===== config.mk =====
export PLATFORM = sky130hd
export DESIGN_NAME = issue_control_status_register
export DESIGN_NICKNAME = d
export VERILOG_FILES = /design/src/hw/iucs_pkg.sv /design/src/hw/fetch_tag.sv /design/src/hw/issue_control_status_register.sv /design/src/hw/perf_counter.sv
export VERILOG_INCLUDE_DIRS = /design/src /design/src/hw
export SDC_FILE = /design/constraint.sdc
export NUM_CORES = 1
export LEC_CHECK = 0
export BUFFER_PORTS_ARGS = -buffer_cell sky130_fd_sc_hd__buf_2
export CAP_MARGIN = 40
export CORE_AREA = 4 4 111 113
export CTS_CLUSTER_DIAMETER = 150
export DETAILED_ROUTE_END_ITERATION = 10
export DIE_AREA = 0 0 115 117
export MAX_ROUTING_LAYER = met4
export PLACE_DENSITY = 0.84
export SKIP_CTS_REPAIR_TIMING = 1
export SLEW_MARGIN = 20
export SYNTH_ARGS = -nofsm -noshare
export SYNTH_HDL_FRONTEND = slang
export SYNTH_SLANG_ARGS = --single-unit

===== constraint.sdc =====
create_clock -name ref_clk_i -period 4.64 [get_ports ref_clk_i]
set_input_delay 0.464 -clock ref_clk_i [delete_from_list [all_inputs] [get_ports ref_clk_i]]
set_output_delay 0.464 -clock ref_clk_i [all_outputs]
set_load 0.05 [all_outputs]

===== src/hw/iucs_map.svh =====
/*
  Bit layout, reset values and timing counts of the issue unit control
  and status register. Assumes inclusion by bare name, once or more.
*/
`ifndef IUCS_MAP_SVH
`define IUCS_MAP_SVH

// Write image
`define W_ASN   52:47
`define W_RESH  46
`define W_PCE   45:44
`define W_FPE   42
`define W_MAP   41
`define W_HWE   40
`define W_DI    39
`define W_BHE   38
`define W_JSE   37
`define W_BPE   36
`define W_PIPE  35
`define W_MUX1  34:32
`define W_MUX0  11:8
`define W_RESL  4
`define W_PC1   1
`define W_PC0   0

// Read image
`define R_PCE   45:44
`define R_RESH  35
`define R_ASN   33:28
`define R_RESL  24
`define R_FPE   23
`define R_MAP   22
`define R_HWE   21
`define R_DI    20
`define R_BHE   19
`define R_JSE   18
`define R_BPE   17
`define R_PIPE  16
`define R_MUX1  15:13
`define R_MUX0  12:9
`define R_PC1   2
`define R_PC0   1

`define CTRL_RESET  1'b0
`define C0_LONG     16
`define C0_SHORT    12
`define C1_LONG     12
`define C1_SHORT    8
`define IRQ_DELAY   6
`define SP_REGION   2'h2

`endif


===== src/hw/iucs_pkg.sv =====
/*
  Types shared by the issue unit control block and its helpers.
  Assumes iucs_map.svh is on the include path.
*/
package iucs_pkg;

  typedef struct packed {
    logic valid;
    logic fp;
    logic rsv;
    logic call;
    logic interlocked;
    logic mtpr;
    logic rei;
    logic cond_br;
    logic dest_r31;
  } insn_t;

  typedef struct packed {
    logic dcache_miss;
    logic icache_miss;
    logic issue_one;
    logic issue_two;
    logic no_issue;
    logic dry;
    logic frozen;
    logic load;
    logic branch;
    logic mispredict;
    logic fp_op;
    logic int_op;
    logic store;
    logic pal_cycle;
  } evt_t;

  typedef enum logic [1:0] {
    ST_RUN   = 2'b01,
    ST_DRAIN = 2'b10
  } drain_state_t;

endpackage


===== src/hw/fetch_tag.sv =====
/*
  Icache tag qualification: address space tagging of fills, match on
  fetch, and kernel superpage mapping. Assumes requests on ref_clk_i.
*/
`timescale 1ns/1ps
`default_nettype none
`include "iucs_map.svh"

module fetch_tag (
  input  wire logic        ref_clk_i,
  input  wire logic        rst_n_i,
  input  wire logic [5:0]  asn_i,
  input  wire logic        map_en_i,
  input  wire logic        kernel_i,
  input  wire logic        fetch_req_i,
  input  wire logic [42:13] fetch_va_i,
  input  wire logic [5:0]  line_asn_i,
  input  wire logic        line_asm_i,
  input  wire logic        fill_req_i,
  input  wire logic [1:0]  fill_va_hi_i,
  output logic             fetch_done_o,
  output logic             fetch_hit_o,
  output logic             sp_bypass_o,
  output logic [33:13]     sp_pa_o,
  output logic             fill_wr_o,
  output logic [5:0]       fill_asn_o,
  output logic             fill_asm_o
);

  logic        match;
  logic        sp_fetch;
  logic        sp_fill;
  logic [33:13] va_mid;

  assign va_mid   = fetch_va_i[33:13];
  assign match    = line_asm_i | (line_asn_i == asn_i);
  assign sp_fetch = map_en_i & kernel_i &
                    (fetch_va_i[42:41] == `SP_REGION);
  assign sp_fill  = map_en_i & kernel_i & (fill_va_hi_i == `SP_REGION);

  always_ff @(posedge ref_clk_i or negedge rst_n_i) begin
    if (!rst_n_i) begin
      fetch_done_o <= 1'b0;
      fetch_hit_o  <= 1'b0;
      sp_bypass_o  <= 1'b0;
      sp_pa_o      <= '0;
    end else begin
      fetch_done_o <= fetch_req_i;
      fetch_hit_o  <= fetch_req_i & match;
      sp_bypass_o  <= fetch_req_i & sp_fetch;
      if (fetch_req_i && sp_fetch) begin
        sp_pa_o <= va_mid;
      end
    end
  end

  // A mismatch never writes the cache; only fills do
  always_ff @(posedge ref_clk_i or negedge rst_n_i) begin
    if (!rst_n_i) begin
      fill_wr_o  <= 1'b0;
      fill_asn_o <= '0;
      fill_asm_o <= 1'b0;
    end else begin
      fill_wr_o <= fill_req_i;
      if (fill_req_i) begin
        fill_asn_o <= asn_i;
        fill_asm_o <= sp_fill;
      end
    end
  end
endmodule
`default_nettype wire


===== src/hw/issue_control_status_register.sv =====
/*
  Issue unit control and status register with the issue policy it
  steers: float and reserved opcode traps, dual issue, return stack,
  drain mode, branch prediction, and two performance counters.
  Assumes move-to/from strobes, decoded instructions and pipeline events
  on ref_clk_i; external count pins are asynchronous.
*/
// Functional notes
// - Fills store current address space; fetches compare against it.
// - Address space mismatch invalidates fetch, cache untouched.
// - Both counters stop when both enables clear, else count.
// - Float enable allows float issue; clear traps every float op.
// - Superpage: VA[42:41]==2 bypasses translation, PA[33:13]=VA[33:13].
// - Superpage only in kernel, sets match bit, off when disabled.
// - Privileged opcode enable lets five opcodes issue in kernel.
// - Dual issue enable permits two issues per cycle, else one.
// - Return stack enable lets calls push return address.
// - Drain mode: interlocked ops drain pipe and write buffer.
// - Register moves, returns, cond branches, R31 writes skip drain.
// - Counter 1 interrupts after 2^12 events, or 2^8 if set.
// - Counter 0 interrupts after 2^16 events, or 2^12 if set.
// - Prediction: off not taken; else sign or history table.
// - Reset clears register except address space and range bits.
// - Counters start at zero on power-up, never cleared later.
// - Counter overflow interrupt comes six cycles after the event.
// - Counter 1 select picks one of eight events in order.
`timescale 1ns/1ps
`default_nettype none
`include "iucs_map.svh"

module issue_control_status_register (
  input  wire logic            ref_clk_i,
  input  wire logic            rst_n_i,
  input  wire logic            por_n_i,
  input  wire logic            iucs_wr_i,
  input  wire logic            iucs_rd_i,
  input  wire logic [63:0]     iucs_wdata_i,
  output logic [63:0]          iucs_rdata_o,
  output logic                 iucs_rvalid_o,
  input  wire logic            pal_mode_i,
  input  wire logic            kernel_i,
  input  wire iucs_pkg::insn_t insn_i,
  output logic                 issue_hold_o,
  output logic                 drain_start_o,
  output logic                 fp_issue_ok_o,
  output logic                 float_disabled_trap_o,
  output logic                 rsv_issue_ok_o,
  output logic                 reserved_opcode_trap_o,
  output logic                 dual_issue_enable_o,
  output logic                 rs_push_o,
  input  wire logic            pipe_empty_i,
  input  wire logic            wbuf_empty_i,
  input  wire logic            branch_disp_neg_i,
  input  wire logic            bht_taken_i,
  output logic                 predict_taken_o,
  input  wire iucs_pkg::evt_t  evt_i,
  input  wire logic [1:0]      perf_ext_i,
  output logic [1:0]           perf_irq_o,
  input  wire logic            fetch_req_i,
  input  wire logic [42:13]    fetch_va_i,
  input  wire logic [5:0]      line_asn_i,
  input  wire logic            line_asm_i,
  input  wire logic            fill_req_i,
  input  wire logic [1:0]      fill_va_hi_i,
  output logic                 fetch_done_o,
  output logic                 fetch_hit_o,
  output logic                 sp_bypass_o,
  output logic [33:13]         sp_pa_o,
  output logic                 fill_wr_o,
  output logic [5:0]           fill_asn_o,
  output logic                 fill_asm_o
);
  import iucs_pkg::*;

  logic [5:0]   address_space_number;
  logic         counter1_range_select;
  logic         counter0_range_select;
  logic [1:0]   res_bits;
  logic [1:0]   perf_count_enables;
  logic         float_enable;
  logic         map_enable;
  logic         privileged_opcode_enable;
  logic         dual_issue_enable;
  logic         history_predict_enable;
  logic         return_stack_enable;
  logic         branch_predict_enable;
  logic         pipe_enable;
  logic [2:0]   counter1_event_select;
  logic [3:0]   counter0_event_select;
  logic         count_en;
  logic [1:0]   ext_meta;
  logic [1:0]   ext_sync;
  logic         half_acc;
  logic [1:0]   half_sum;
  logic         next_half;
  logic         ev0;
  logic         ev1;
  logic         drain_exempt;
  drain_state_t state;
  drain_state_t next_state;

  // Kept across hardware reset; only power-up sets a value
  always_ff @(posedge ref_clk_i or negedge por_n_i) begin
    if (!por_n_i) begin
      address_space_number  <= '0;
      counter1_range_select <= 1'b0;
      counter0_range_select <= 1'b0;
    end else if (iucs_wr_i && rst_n_i) begin
      address_space_number  <= iucs_wdata_i[`W_ASN];
      counter1_range_select <= iucs_wdata_i[`W_PC1];
      counter0_range_select <= iucs_wdata_i[`W_PC0];
    end
  end

  always_ff @(posedge ref_clk_i or negedge rst_n_i) begin
    if (!rst_n_i) begin
      res_bits                 <= '0;
      perf_count_enables       <= '0;
      float_enable             <= `CTRL_RESET;
      map_enable               <= `CTRL_RESET;
      privileged_opcode_enable <= `CTRL_RESET;
      dual_issue_enable        <= `CTRL_RESET;
      history_predict_enable   <= `CTRL_RESET;
      return_stack_enable      <= `CTRL_RESET;
      branch_predict_enable    <= `CTRL_RESET;
      pipe_enable              <= `CTRL_RESET;
      counter1_event_select    <= '0;
      counter0_event_select    <= '0;
    end else if (iucs_wr_i) begin
      res_bits <= {iucs_wdata_i[`W_RESH], iucs_wdata_i[`W_RESL]};
      perf_count_enables       <= iucs_wdata_i[`W_PCE];
      float_enable             <= iucs_wdata_i[`W_FPE];
      map_enable               <= iucs_wdata_i[`W_MAP];
      privileged_opcode_enable <= iucs_wdata_i[`W_HWE];
      dual_issue_enable        <= iucs_wdata_i[`W_DI];
      history_predict_enable   <= iucs_wdata_i[`W_BHE];
      return_stack_enable      <= iucs_wdata_i[`W_JSE];
      branch_predict_enable    <= iucs_wdata_i[`W_BPE];
      pipe_enable              <= iucs_wdata_i[`W_PIPE];
      counter1_event_select    <= iucs_wdata_i[`W_MUX1];
      counter0_event_select    <= iucs_wdata_i[`W_MUX0];
    end
  end

  // Read image uses its own bit positions; all other bits read zero
  always_ff @(posedge ref_clk_i or negedge rst_n_i) begin
    if (!rst_n_i) begin
      iucs_rdata_o  <= '0;
      iucs_rvalid_o <= 1'b0;
    end else begin
      iucs_rvalid_o <= iucs_rd_i;
      if (iucs_rd_i) begin
        iucs_rdata_o            <= '0;
        iucs_rdata_o[`R_PCE]    <= perf_count_enables;
        iucs_rdata_o[`R_RESH]   <= res_bits[1];
        iucs_rdata_o[`R_ASN]    <= address_space_number;
        iucs_rdata_o[`R_RESL]   <= res_bits[0];
        iucs_rdata_o[`R_FPE]    <= float_enable;
        iucs_rdata_o[`R_MAP]    <= map_enable;
        iucs_rdata_o[`R_HWE]    <= privileged_opcode_enable;
        iucs_rdata_o[`R_DI]     <= dual_issue_enable;
        iucs_rdata_o[`R_BHE]    <= history_predict_enable;
        iucs_rdata_o[`R_JSE]    <= return_stack_enable;
        iucs_rdata_o[`R_BPE]    <= branch_predict_enable;
        iucs_rdata_o[`R_PIPE]   <= pipe_enable;
        iucs_rdata_o[`R_MUX1]   <= counter1_event_select;
        iucs_rdata_o[`R_MUX0]   <= counter0_event_select;
        iucs_rdata_o[`R_PC1]    <= counter1_range_select;
        iucs_rdata_o[`R_PC0]    <= counter0_range_select;
      end
    end
  end

  // Issue policy
  assign fp_issue_ok_o = insn_i.valid & insn_i.fp & float_enable;
  assign float_disabled_trap_o = insn_i.valid & insn_i.fp &
                                 ~float_enable;
  assign rsv_issue_ok_o = insn_i.valid & insn_i.rsv &
                          (pal_mode_i |
                           (privileged_opcode_enable & kernel_i));
  assign reserved_opcode_trap_o = insn_i.valid & insn_i.rsv &
                                  ~rsv_issue_ok_o;
  assign dual_issue_enable_o = dual_issue_enable;
  assign rs_push_o = insn_i.valid & insn_i.call &
                     return_stack_enable;
  assign predict_taken_o = branch_predict_enable &
                           (history_predict_enable ? bht_taken_i
                                                   : branch_disp_neg_i);

  assign drain_exempt = insn_i.mtpr | insn_i.rei | insn_i.cond_br |
                        insn_i.dest_r31;
  assign drain_start_o = (state == ST_RUN) & insn_i.valid &
                         insn_i.interlocked & ~pipe_enable &
                         ~drain_exempt;
  assign issue_hold_o = (state == ST_DRAIN);

  always_comb begin
    next_state = state;
    case (state)
      ST_RUN: begin
        if (drain_start_o) begin
          next_state = ST_DRAIN;
        end
      end
      ST_DRAIN: begin
        if (pipe_empty_i && wbuf_empty_i) begin
          next_state = ST_RUN;
        end
      end
      default: begin
        next_state = ST_RUN;
      end
    endcase
  end

  always_ff @(posedge ref_clk_i or negedge rst_n_i) begin
    if (!rst_n_i) begin
      state <= ST_RUN;
    end else begin
      state <= next_state;
    end
  end

  // External count pins
  genvar gi;
  generate
    for (gi = 0; gi < 2; gi++) begin : g_sync
      always_ff @(posedge ref_clk_i or negedge por_n_i) begin
        if (!por_n_i) begin
          ext_meta[gi] <= 1'b0;
          ext_sync[gi] <= 1'b0;
        end else begin
          ext_meta[gi] <= perf_ext_i[gi];
          ext_sync[gi] <= ext_meta[gi];
        end
      end
    end
  endgenerate

  assign count_en = |perf_count_enables;

  // Halved counts carry through one accumulator bit
  always_comb begin
    half_sum = 2'h0;
    ev0      = 1'b0;
    case (counter0_event_select[3:1])
      3'h0: half_sum = {1'b0, half_acc} +
                       (evt_i.issue_two ? 2'h2 : {1'b0, evt_i.issue_one});
      3'h1: ev0 = evt_i.dry;
      3'h2: ev0 = evt_i.load;
      3'h3: ev0 = evt_i.frozen;
      3'h4: ev0 = evt_i.branch;
      3'h5: ev0 = counter0_event_select[0] ? evt_i.pal_cycle : 1'b1;
      3'h6: half_sum = {1'b0, half_acc} + {1'b0, evt_i.no_issue};
      3'h7: ev0 = ext_sync[0];
      default: ev0 = 1'b0;
    endcase
    next_half = half_acc;
    if (counter0_event_select[3:1] == 3'h0 ||
        counter0_event_select[3:1] == 3'h6) begin
      ev0       = half_sum[1];
      next_half = half_sum[0];
    end
  end

  always_ff @(posedge ref_clk_i or negedge por_n_i) begin
    if (!por_n_i) begin
      half_acc <= 1'b0;
    end else if (count_en) begin
      half_acc <= next_half;
    end
  end

  always_comb begin
    case (counter1_event_select)
      3'h0: ev1 = evt_i.dcache_miss;
      3'h1: ev1 = evt_i.icache_miss;
      3'h2: ev1 = evt_i.issue_two;
      3'h3: ev1 = evt_i.mispredict;
      3'h4: ev1 = evt_i.fp_op;
      3'h5: ev1 = evt_i.int_op;
      3'h6: ev1 = evt_i.store;
      3'h7: ev1 = ext_sync[1];
      default: ev1 = 1'b0;
    endcase
  end

  perf_counter #(.LONG(`C0_LONG), .SHORT(`C0_SHORT)) u_cnt0 (
    .ref_clk_i  (ref_clk_i),
    .por_n_i    (por_n_i),
    .count_en_i (count_en),
    .event_i    (ev0),
    .short_i    (counter0_range_select),
    .irq_o      (perf_irq_o[0])
  );

  perf_counter #(.LONG(`C1_LONG), .SHORT(`C1_SHORT)) u_cnt1 (
    .ref_clk_i  (ref_clk_i),
    .por_n_i    (por_n_i),
    .count_en_i (count_en),
    .event_i    (ev1),
    .short_i    (counter1_range_select),
    .irq_o      (perf_irq_o[1])
  );

  fetch_tag u_fetch (
    .ref_clk_i    (ref_clk_i),
    .rst_n_i      (rst_n_i),
    .asn_i        (address_space_number),
    .map_en_i     (map_enable),
    .kernel_i     (kernel_i),
    .fetch_req_i  (fetch_req_i),
    .fetch_va_i   (fetch_va_i),
    .line_asn_i   (line_asn_i),
    .line_asm_i   (line_asm_i),
    .fill_req_i   (fill_req_i),
    .fill_va_hi_i (fill_va_hi_i),
    .fetch_done_o (fetch_done_o),
    .fetch_hit_o  (fetch_hit_o),
    .sp_bypass_o  (sp_bypass_o),
    .sp_pa_o      (sp_pa_o),
    .fill_wr_o    (fill_wr_o),
    .fill_asn_o   (fill_asn_o),
    .fill_asm_o   (fill_asm_o)
  );
endmodule
`default_nettype wire


===== src/hw/perf_counter.sv =====
/*
  One free-running performance counter with two overflow ranges and a
  fixed-latency interrupt request. Assumes events on ref_clk_i.
*/
`timescale 1ns/1ps
`default_nettype none
`include "iucs_map.svh"

module perf_counter #(
  parameter int LONG  = 16,
  parameter int SHORT = 12
) (
  input  wire logic ref_clk_i,
  input  wire logic por_n_i,
  input  wire logic count_en_i,
  input  wire logic event_i,
  input  wire logic short_i,
  output logic      irq_o
);

  logic [LONG-1:0]       count;
  logic [`IRQ_DELAY-1:0] dly;
  logic                  at_short;
  logic                  at_long;
  logic                  wrap;

  assign at_short = &count[SHORT-1:0];
  assign at_long  = &count;
  assign wrap     = count_en_i & event_i & (short_i ? at_short : at_long);

  // Cleared only by power-up, then accumulates forever
  always_ff @(posedge ref_clk_i or negedge por_n_i) begin
    if (!por_n_i) begin
      count <= '0;
    end else if (count_en_i && event_i) begin
      count <= count + 1'b1;
    end
  end

  always_ff @(posedge ref_clk_i or negedge por_n_i) begin
    if (!por_n_i) begin
      dly <= '0;
    end else begin
      dly <= {dly[`IRQ_DELAY-2:0], wrap};
    end
  end

  assign irq_o = dly[`IRQ_DELAY-1];
endmodule
`default_nettype wire


* Word-level counts from Yosys, hierarchy flattened *
Index checks and enable logic that the tools add are counted.

word-level totals
  flip-flop bits (word level) = 134
  bits of input ports = 141
  output and inout port bits = 108

operators by class
  mux-type cells = 12
  bitwise operators = 32
  reduce and logical (&&, ||, !) cells = 15
  eq/ne operators = 21
  add/subtract/negate cells = 4

operator list
  operator                                                         number
  3-bit == test, second input constant                             8
  12-bit AND reduction                                             2
  1-bit AND                                                        23
  16-bit by 1-bit adder with 16-bit output, second input constant  1
  16-bit AND reduction                                             1
  12-bit by 1-bit adder with 12-bit output, second input constant  1
  3-bit by 2-bit == test with 1-bit output, second input constant  4
  1-bit one-hot mux with 8 select lines                            1
  2-bit one-hot mux with 2 select lines                            2
  8-bit AND reduction                                              1
  2-bit == test, second input constant                             3
  3-bit by 1-bit == test with 1-bit output, second input constant  2
  6-bit == test                                                    1
  3-bit zero test                                                  2
  2-bit 2-to-1 mux                                                 3
  1-bit one-hot mux with 6 select lines                            1
  1-bit logical AND                                                5
  1-bit 2-to-1 mux                                                 5
  1-bit bitwise OR                                                 5
  1-bit inverter                                                   4
  2-bit AND reduction                                              2
  1-bit by 1-bit adder with 2-bit output                           1
  1-bit by 2-bit adder with 2-bit output                           1
  2-bit by 1-bit == test with 1-bit output, second input constant  1
  other kinds (4)                                                  4

* Longest topological paths before layout *
Gate-level depths: netlist of run 1.

  depth in word-level cells = 7
  depth in mapped cells = 12
  mapped depth without buffers = 10

* Cells and area by module *
From an unflattened synthesis of run 1, not the netlist that was laid out.

unflattened totals
  cells, all modules = 410
  area, all modules = 5,763.0 µm²

modules (own cells, without submodules)
  module                         instances  cells an instance  area each (µm²)
  issue_control_status_register  1          210                2,810.2
  fetch_tag                      1          79                 1,340.0
  perf_counter (u_cnt0)          1          67                 865.8
  perf_counter (u_cnt1)          1          54                 747.0

* Worst setup path before layout of run 1 *
No wires, ideal clock.

  kind = in2out
  start point = input port insn_i[2] (netlist name)
  end point = output port drain_start_o
  buffers on the path = 0
  slack = 2.228 ns
  stages = 3
  arrival = 1.948 ns
  path through = nor4_1 > nand3b_1 > nor3_1

on the way
  word-level cells in the longest chain between the ends = 5

RTL lines
  element                        RTL line                              source
  from (decl)                    issue_control_status_register.sv:42   input wire iucs_pkg::insn_t insn_i,
  1-bit bitwise OR (3 in a row)  issue_control_status_register.sv:190  assign drain_exempt = insn_i.mtpr | insn_i.rei | insn_i.cond_br |
  1-bit inverter                 issue_control_status_register.sv:194  ~drain_exempt;
  1-bit AND                      issue_control_status_register.sv:193  insn_i.interlocked & ~pipe_enable &
  to (decl)                      issue_control_status_register.sv:44   output logic drain_start_o,

No other way between the ends.

* Final worst setup path of run 1 *
  start point = register counter0_event_select[2]
  end point = register u_cnt0.count[12]

on the way
  word-level cells in the longest chain between the ends = 4
  elaborated cells between the ends (all ways) = 13
  classes of those cells = 7 x eq/ne; 3 x mux; 3 x reduce/logical

RTL lines
  element                                                        RTL line                              source
  from (decl)                                                    issue_control_status_register.sv:89   logic [3:0] counter0_event_select;
  from (signal assigned)                                         issue_control_status_register.sv:141  counter0_event_select <= iucs_wdata_i[`W_MUX0];
  3-bit == test (tied with other cells)                          issue_control_status_register.sv:246  case (counter0_event_select[3:1])
  1-bit one-hot mux with 6 select lines (tied with other cells)  issue_control_status_register.sv:246
  1-bit 2-to-1 mux (*)                                           issue_control_status_register.sv:259  if (counter0_event_select[3:1] == 3'h0 ||
  1-bit logical AND (*)                                          perf_counter.sv:35                    end else if (count_en_i && event_i) begin
  to (signal assigned)                                           perf_counter.sv:36                    count <= count + 1'b1;
  to (decl)                                                      perf_counter.sv:21                    logic [LONG-1:0] count;

Mark *: on every way between the ends. The rest lies on a longest branch, timed or not.
A chain may end at the register's enable or synchronous reset.

==> key figures, run 1 <==
Placed design
  • Port Buffer Count: 167
  • Final GP Congestion: 0.800
  • Pre-CTS WS: 1.98 ns
  • Dpl cell area: 6460 um2
  • HPWL Detailed: 9.23 mm

Yosys
  • Post-Syn Instances: 444
  • Synthesized area: 5680 um2
  • Library cells used by synthesis: 45
  • Register area share after synthesis: 0.591
  • Yosys reg bits: 134
  • Top-count cell post-synth: dfrtp_1
  • Asr flop ratio synth: 1.00
  • Yosys top cell by area: dfrtp_1
  • Post-synth top area share: 0.586
  • Dominant cells by area after synthesis: dfrtp_1, mux2_2, buf_4, nand2_1, xnor2_1
  • Yosys warning count: 0
  • Post-synth top flop: dfrtp_1
  • Top cells by count, synth: dfrtp_1, nand2_1, mux2_2, buf_4, xnor2_1
  • EDFF count, synth: 0
  • Post-Syn Area per Cell: 12.8 um2

Hold path
  • Min-Delay Path Class: input pin to async pin

STA
  • Slew Viols, Final: 0
  • RSZ-0062 raised after global routing: false
  • Final setup fails: 0
  • Setup TNS: 0 ns
  • Slew @ Worst Pin: 0.767 ns
  • Final Hold Fails: 0
  • FMAX: 0.377 GHz
  • Clk_skew: 0.00911 ns
  • Final period utilization: 0.572
  • Fin crit period: 2.65 ns
  • Headroom to the max-slew limit: 0.487
  • Final worst setup slack: 1.99 ns

Die
  • # IOs: 249
  • Die width: 115 um
  • Core area: 11300 um2
  • Row count: 39
  • Die Span Y: 117 um
  • Area of the die: 13500 um2
  • Starting Density: 0.501

Layout
  • Area growth, synth to finish: 25.3%
  • Share of post-route cells with drive strength above 1: 0.449
  • Final instance area: 7110 um2
  • Antenna cells: 0
  • Final #Nets: 759

Routing
  • Wire per inst: 16.3 um
  • Vias post-DR: 3818
  • WL final: 12.5 mm
  • DR pass1 iterations: 4
  • DRT iter0 DRCs: 241
  • Post-DR vias/cell: 4.95
  • Antenna-violating nets left: 0
  • Remaining DRCs: 0

Global routing
  • Pin count of the biggest net entering global routing: 54
  • Initial antenna violation count: 0
  • First-pass GRT wire length: 19.5 mm
  • Overflow after GRT: 0
  • Number of global-route vias before repair: 3936
  • Total track usage: 0.197

CTS
  • Worst-Skew Late Latency: 0.41 ns
  • Number of clock sinks: 134
  • H-tree levels: 4
  • Clk slew on worst S/H paths: 0.06 ns
  • CTS Buf Count: 17
  • CTS tree: done
  • CTS root buf: clkbuf_16
  • Clock buffer depth: 2

Worst setup path
  • CP endpoint kind: flop
  • Largest fanout on the critical path: 16
  • WP data arrival: 2.95 ns
  • Crit path max-delay family: compound AO/OA/AOI/OAI gates
  • Crit path buf inv count: 0
  • Kind of critical path: flop to flop
  • Critical path's largest stage delay: 0.63 ns
  • CP Launch Type: flop
  • Slowest cell on crit path: a211oi_4
  • Critical path cell sequence: nand2_1 -> nor2_1 -> nor3b_1 -> a21o_1 -> ha_1 -> or4bb_1 -> a31oi_2 -> a211oi_4 -> nand4_1 -> xnor2_1
  • CP Data Required Time: 4.94 ns

Power
  • Tot Pwr: 3.82 mW
  • Switching power total: 1.28 mW
  • Sw Ratio: 0.336
  • Power Dens Cells: 538 nW/um2
  • Clock power frac: 0.373
  • Comb power frac: 0.237
  • Static Leak: 3.61 nW
  • Maximum VDD drop: 0.372 mV
  • Sequential Power Share: 0.390
  • Int Pwr: 2.54 mW

Job
  • Max Cap Viol: 0

Run status
  • Status: completed
-- per-layer routing --
| metal | routed length [um] | global-route usage | vias to the layer above |
|---|---|---|---|
| li1 | - | - | 1772 |
| met1 | 4970 | 0.229 | 1873 |
| met2 | 6450 | 0.321 | 149 |
| met3 | 890 | 0.0607 | 24 |
| met4 | 236 | 0.0790 | 0 |
| met5 | 0 | - | - |
-- state kept, by name, summed over array words and instances, names as in the netlist, 3 cells and up --
name                   flops
u_cnt0.dly                 6
u_fetch.sp_pa_o           21
u_fetch.fill_asn_o         6
counter1_event_select      3
address_space_number       6
u_cnt0.count              16
u_cnt1.dly                 6
u_cnt1.count              12
iucs_rdata_o              27
counter0_event_select      4
-- final cells by class --
| class | count | area [um2] |
|---|---|---|
| clock buffers | 18 | 439 |
| clock inverters | 14 | 198 |
| fillers | 854 | 4210 |
| inverters | 2 | 7.51 |
| multi-input cells | 290 | 2060 |
| flip-flops and latches | 134 | 3350 |
| well taps | 143 | 179 |
| repair buffers | 170 | 868 |
-- path summary, 6_finish.rpt --
kind	start	endpoint	slack [ns]	cells after the start
worst max-delay path	counter0_event_select[2]	u_cnt0.count[12]	1.99	10
worst min-delay path	rst_n_i	u_fetch.fill_wr_o	0.003	1
worst max register to register	counter0_event_select[2]	u_cnt0.count[12]	1.99	10
worst min register to register	u_cnt1.dly[0]	u_cnt1.dly[1]	0.35	0
max in group asynchronous	rst_n_i	iucs_rdata_o[23]	3.66	2
min in group ref_clk_i	perf_ext_i[0]	ext_meta[0]	0.16	1
-- layout by cell type, fill, tap and decap left out, drive strengths merged, types with 3 or more instances in the layout --
cell and count:
conb 37, nand2 76, nor2 7, bufinv 4
nor3b 3, clkinvlp 5, mux2i 3, mux2 64
dfrtp 133, xnor2 28, ha 3, buf 170
and3 15, clkbuf 18, nand3b 3, inv 5
nand3 5, a21oi 3, nor3 3, nand4 16
xor2 5
-- through the flow --
step                hold WS [ns]   util  cells
floorplan                  0.168      -    480
global placement           0.335  0.570    738
detailed placement         0.338  0.570    738
CTS                      0.00248  0.627    770
global route              0.0189  0.628    771
finish                   0.00345  0.628    771
-- cell families after synthesis --
family	Yosys count	share of synthesized area
other	1	0.000661
buffers and inverters	56	0.0692
DFF	134	0.591
AOI/OAI and AO/OA	9	0.0139
and+or+nand+nor	139	0.126
xor gates and xnor gates	33	0.0522
muxes	69	0.140
adders and majority gates	3	0.00661
-- power groups by stage --
stage	combinational (mW)	clock, mW	sequential [mW]
finish	0.906	1.43	1.49
global route	0.964	1.51	1.51
CTS	0.915	1.46	1.49
detailed placement	0.912	0	1.51
global placement	0.891	0	1.49
floorplan	0.378	0	1.82
Note: power is estimated with default switching activity, not from simulation.
==> run 2: changes to the inputs <==
Settings changed: ABC_AREA from default to 1, CORE_AREA 4 4 111 113 to 4 4 118 120, DIE_AREA 0 0 115 117 to 0 0 122 124, PLACE_DENSITY 0.84 to 0.78.
Clock period 4.64 ns to 2.7 ns, I/O delays scaled along.
==> key figures, run 2 <==
Run status
  • Status: completed

Yosys
  • Register area share after synthesis: 0.555 (-0.0362)
  • Synthesized area: 6050 um2 (+6.5%)
  • Top cells by count, synth: nand2_1, dfrtp_1, inv_1, nor2_1, mux2_2
  • Post-synth top area share: 0.550 (-0.0359)
  • Yosys warning count: 0 (unchanged)
  • Yosys reg bits: 134 (unchanged)
  • Post-Syn Area per Cell: 9.57 um2 (-25%)
  • Library cells used by synthesis: 31 (-31%)
  • Top-count cell post-synth: nand2_1
  • Post-synth top flop: dfrtp_1
  • Dominant cells by area after synthesis: dfrtp_1, nand2_1, mux2_2, buf_4, inv_1
  • Post-Syn Instances: 632 (+42%)
  • EDFF count, synth: 0 (unchanged)
  • Yosys top cell by area: dfrtp_1
  • Asr flop ratio synth: 1.00 (unchanged)

Layout
  • Area growth, synth to finish: 25.1%
  • Top Registers: iucs_rdata_o: 27 flops, u_fetch.sp_pa_o: 21 flops, u_cnt0.count: 16 flops
  • Largest reg by FF count: iucs_rdata_o
  • Most frequent cells in the layout: buf_2, nand2_1, dfrtp_1, inv_1, nor2_1
  • Share of post-route cells with drive strength above 1: 0.316 (-0.133)
  • Fillcell total: 1111 (+30%)
  • Max reg flops: 27 (unchanged)
  • Most common cell after layout, fill and taps aside: buf_2
  • Final #Nets: 954 (+26%)

STA
  • Headroom to the max-slew limit: 0.447 (-0.0398)
  • Final setup fails: 0 (unchanged)
  • Slew Viols, Final: 0 (unchanged)
  • Clk_skew: 0.00752 ns (-0.00158 ns)
  • Setup TNS: 0 ns (unchanged)
  • FMAX: 0.477 GHz (+27%)
  • Final Hold Fails: 0 (unchanged)
  • Final period utilization: 0.777 (+0.204)
  • RSZ-0062 raised after global routing: false
  • Fin crit period: 2.10 ns (-0.558 ns)
  • Slew @ Worst Pin: 0.829 ns (+0.0621 ns)
  • Final worst setup slack: 0.603 ns (-1.38 ns)

Global routing
  • Total track usage: 0.188 (-0.00918)
  • Overflow after GRT: 0 (unchanged)
  • Initial antenna violation count: 1 (+1)
  • Number of global-route vias before repair: 4406 (+12%)
  • Pin count of the biggest net entering global routing: 63 (+17%)
  • First-pass GRT wire length: 21.3 mm (+9.0%)

Worst setup path
  • WP data arrival: 2.38 ns (-0.57 ns)
  • CP endpoint kind: flop
  • R2R cell count: 12 (+2)
  • CP Launch Type: flop
  • Slowest cell on crit path: dfrtp_1
  • Kind of critical path: flop to flop
  • Critical path cell sequence: inv_1 -> nand3_1 -> o21ai_0 -> inv_1 -> ha_1 -> nand3_1 -> nand2_1 -> nand2_1 -> nand2_2 -> buf_4 -> nand2_1 -> o21ai_0
  • Crit path max-delay family: simple AND/OR/NAND/NOR gates
  • Critical path's largest stage delay: 0.41 ns (-0.22 ns)
  • Crit path buf inv count: 3 (+3)
  • CP Depth: 12 (+2)
  • Largest fanout on the critical path: 12 (-4)
  • CP dominant cell by count: nand2_1
  • CP Data Required Time: 2.99 ns (-1.95 ns)

Routing
  • Remaining DRCs: 0 (unchanged)
  • WL final: 13.8 mm (+10%)
  • Wire per inst: 13.8 um (-15%)
  • Antenna-violating nets left: 0 (unchanged)
  • Vias post-DR: 4662 (+22%)
  • DRT iter0 DRCs: 204 (-15%)
  • Post-DR vias/cell: 4.66 (-5.9%)
  • DR pass1 iterations: 5 (+1)

Power
  • Power Dens Cells: 836 nW/um2 (+55%)
  • Maximum VDD drop: 0.356 mV (-4.1%)
  • Static Leak: 3.84 nW (+6.4%)

Placed design
  • HPWL Detailed: 10.3 mm (+12%)
  • Pre-CTS WS: 0.623 ns (-1.36 ns)
  • Port Buffer Count: 167 (unchanged)
  • Final GP Congestion: 0.845 (+5.6%)

CTS
  • Clk slew on worst S/H paths: 0.06 ns (about the same)
  • CTS root buf: clkbuf_16
  • CTS Buf Count: 17 (unchanged)
  • Number of clock sinks: 134 (unchanged)
  • CTS tree: done
  • Worst-Skew Late Latency: 0.41 ns (about the same)
  • H-tree levels: 4 (unchanged)
  • Clock buffer depth: 2 (unchanged)

Die
  • Area of the die: 15100 um2 (+12%)
  • Row count: 42 (+7.7%)
  • Die width: 122 um (+6.1%)
  • Core area: 13000 um2 (+15%)
  • Starting Density: 0.466 (-0.0355)
  • Die Span Y: 124 um (+6.0%)
  • # IOs: 249 (unchanged)

Hold path
  • Min-Delay Path Class: input pin to flop
  • Hold path depth: 2

Job
  • Max Cap Viol: 0 (unchanged)
[run 2: changes by cell type after synthesis, moves of 7 or more]
cell	before	now
a21oi_1	3	26
and3_1	14	0
inv_1	2	55
mux2_2	64	40
nand2_1	76	134
nand2_2	0	7
nand3_1	2	33
nand4_1	14	5
nor2_1	7	54
nor3_1	3	18
o21ai_0	0	30
xnor2_1	27	10
xor2_1	5	15
[run 2: worst paths after layout]
path,start,slack (ns),to
min,fill_va_hi_i[0],0.06,u_fetch.fill_asm_o
max in group asynchronous,por_n_i,1.53,u_cnt1.dly[2]
min in group asynchronous,rst_n_i,0.29,branch_predict_enable
min reg2reg,u_cnt1.dly[2],0.35,u_cnt1.dly[3]
max reg2reg,counter0_event_select[1],0.60,u_cnt0.count[2]
max,counter0_event_select[1],0.60,u_cnt0.count[2]
[run 2: per-stage QoR]
stage               instance area [um2]  std cells  hold WS [ns]  power, mW  utilization
floorplan                          6180        668       -0.0256       3.77            -
global placement                   6900        961         0.165       4.13        0.532
detailed placement                 6900        961         0.172       4.16        0.532
CTS                                7480        993        -0.270       6.37        0.576
global route                       7560       1000        0.0480       6.63        0.583
finish                             7560       1000        0.0572       6.32        0.583
[run 2: kinds of logic after synthesis]
group,Yosys count,synth area share
adder cells (fa/ha/maj),3,0.00621
buffers and inverters,113,0.0991
AND/OR/NAND/NOR,253,0.173
flip-flops,134,0.555
XOR/XNOR,25,0.0362
other,1,0.000620
multiplexers,40,0.0745
AO/OA/AOI/OAI,63,0.0550
[run 2: where the power goes]
group | total, mW | switching (mW) | leakage, nW | internal (mW)
clock network | 2.18 | 0.861 | 0.265 | 1.32
logic | 1.64 | 1.20 | 1.91 | 0.446
registers | 2.49 | 0.198 | 1.67 | 2.29
[run 2: cell type report]
class	count	area, um2	area share
flip-flops and latches	134	3350	0.444
clock buffers	19	453	0.0599
clock inverters	13	124	0.0164
well taps	176	220	0.0291
inverters	57	214	0.0283
diodes	1	2.50	0.000331
multi-input cells	421	2230	0.295
repair buffers	179	961	0.127
[run 2: metal layers]
metal  up-vias  global-route usage  share of wire
met5         -                   -              0
met4         0              0.0658          0.015
met3        11              0.0554          0.079
met2       136               0.319           0.51
met1      2211               0.212           0.40
li1       2304                   -              -
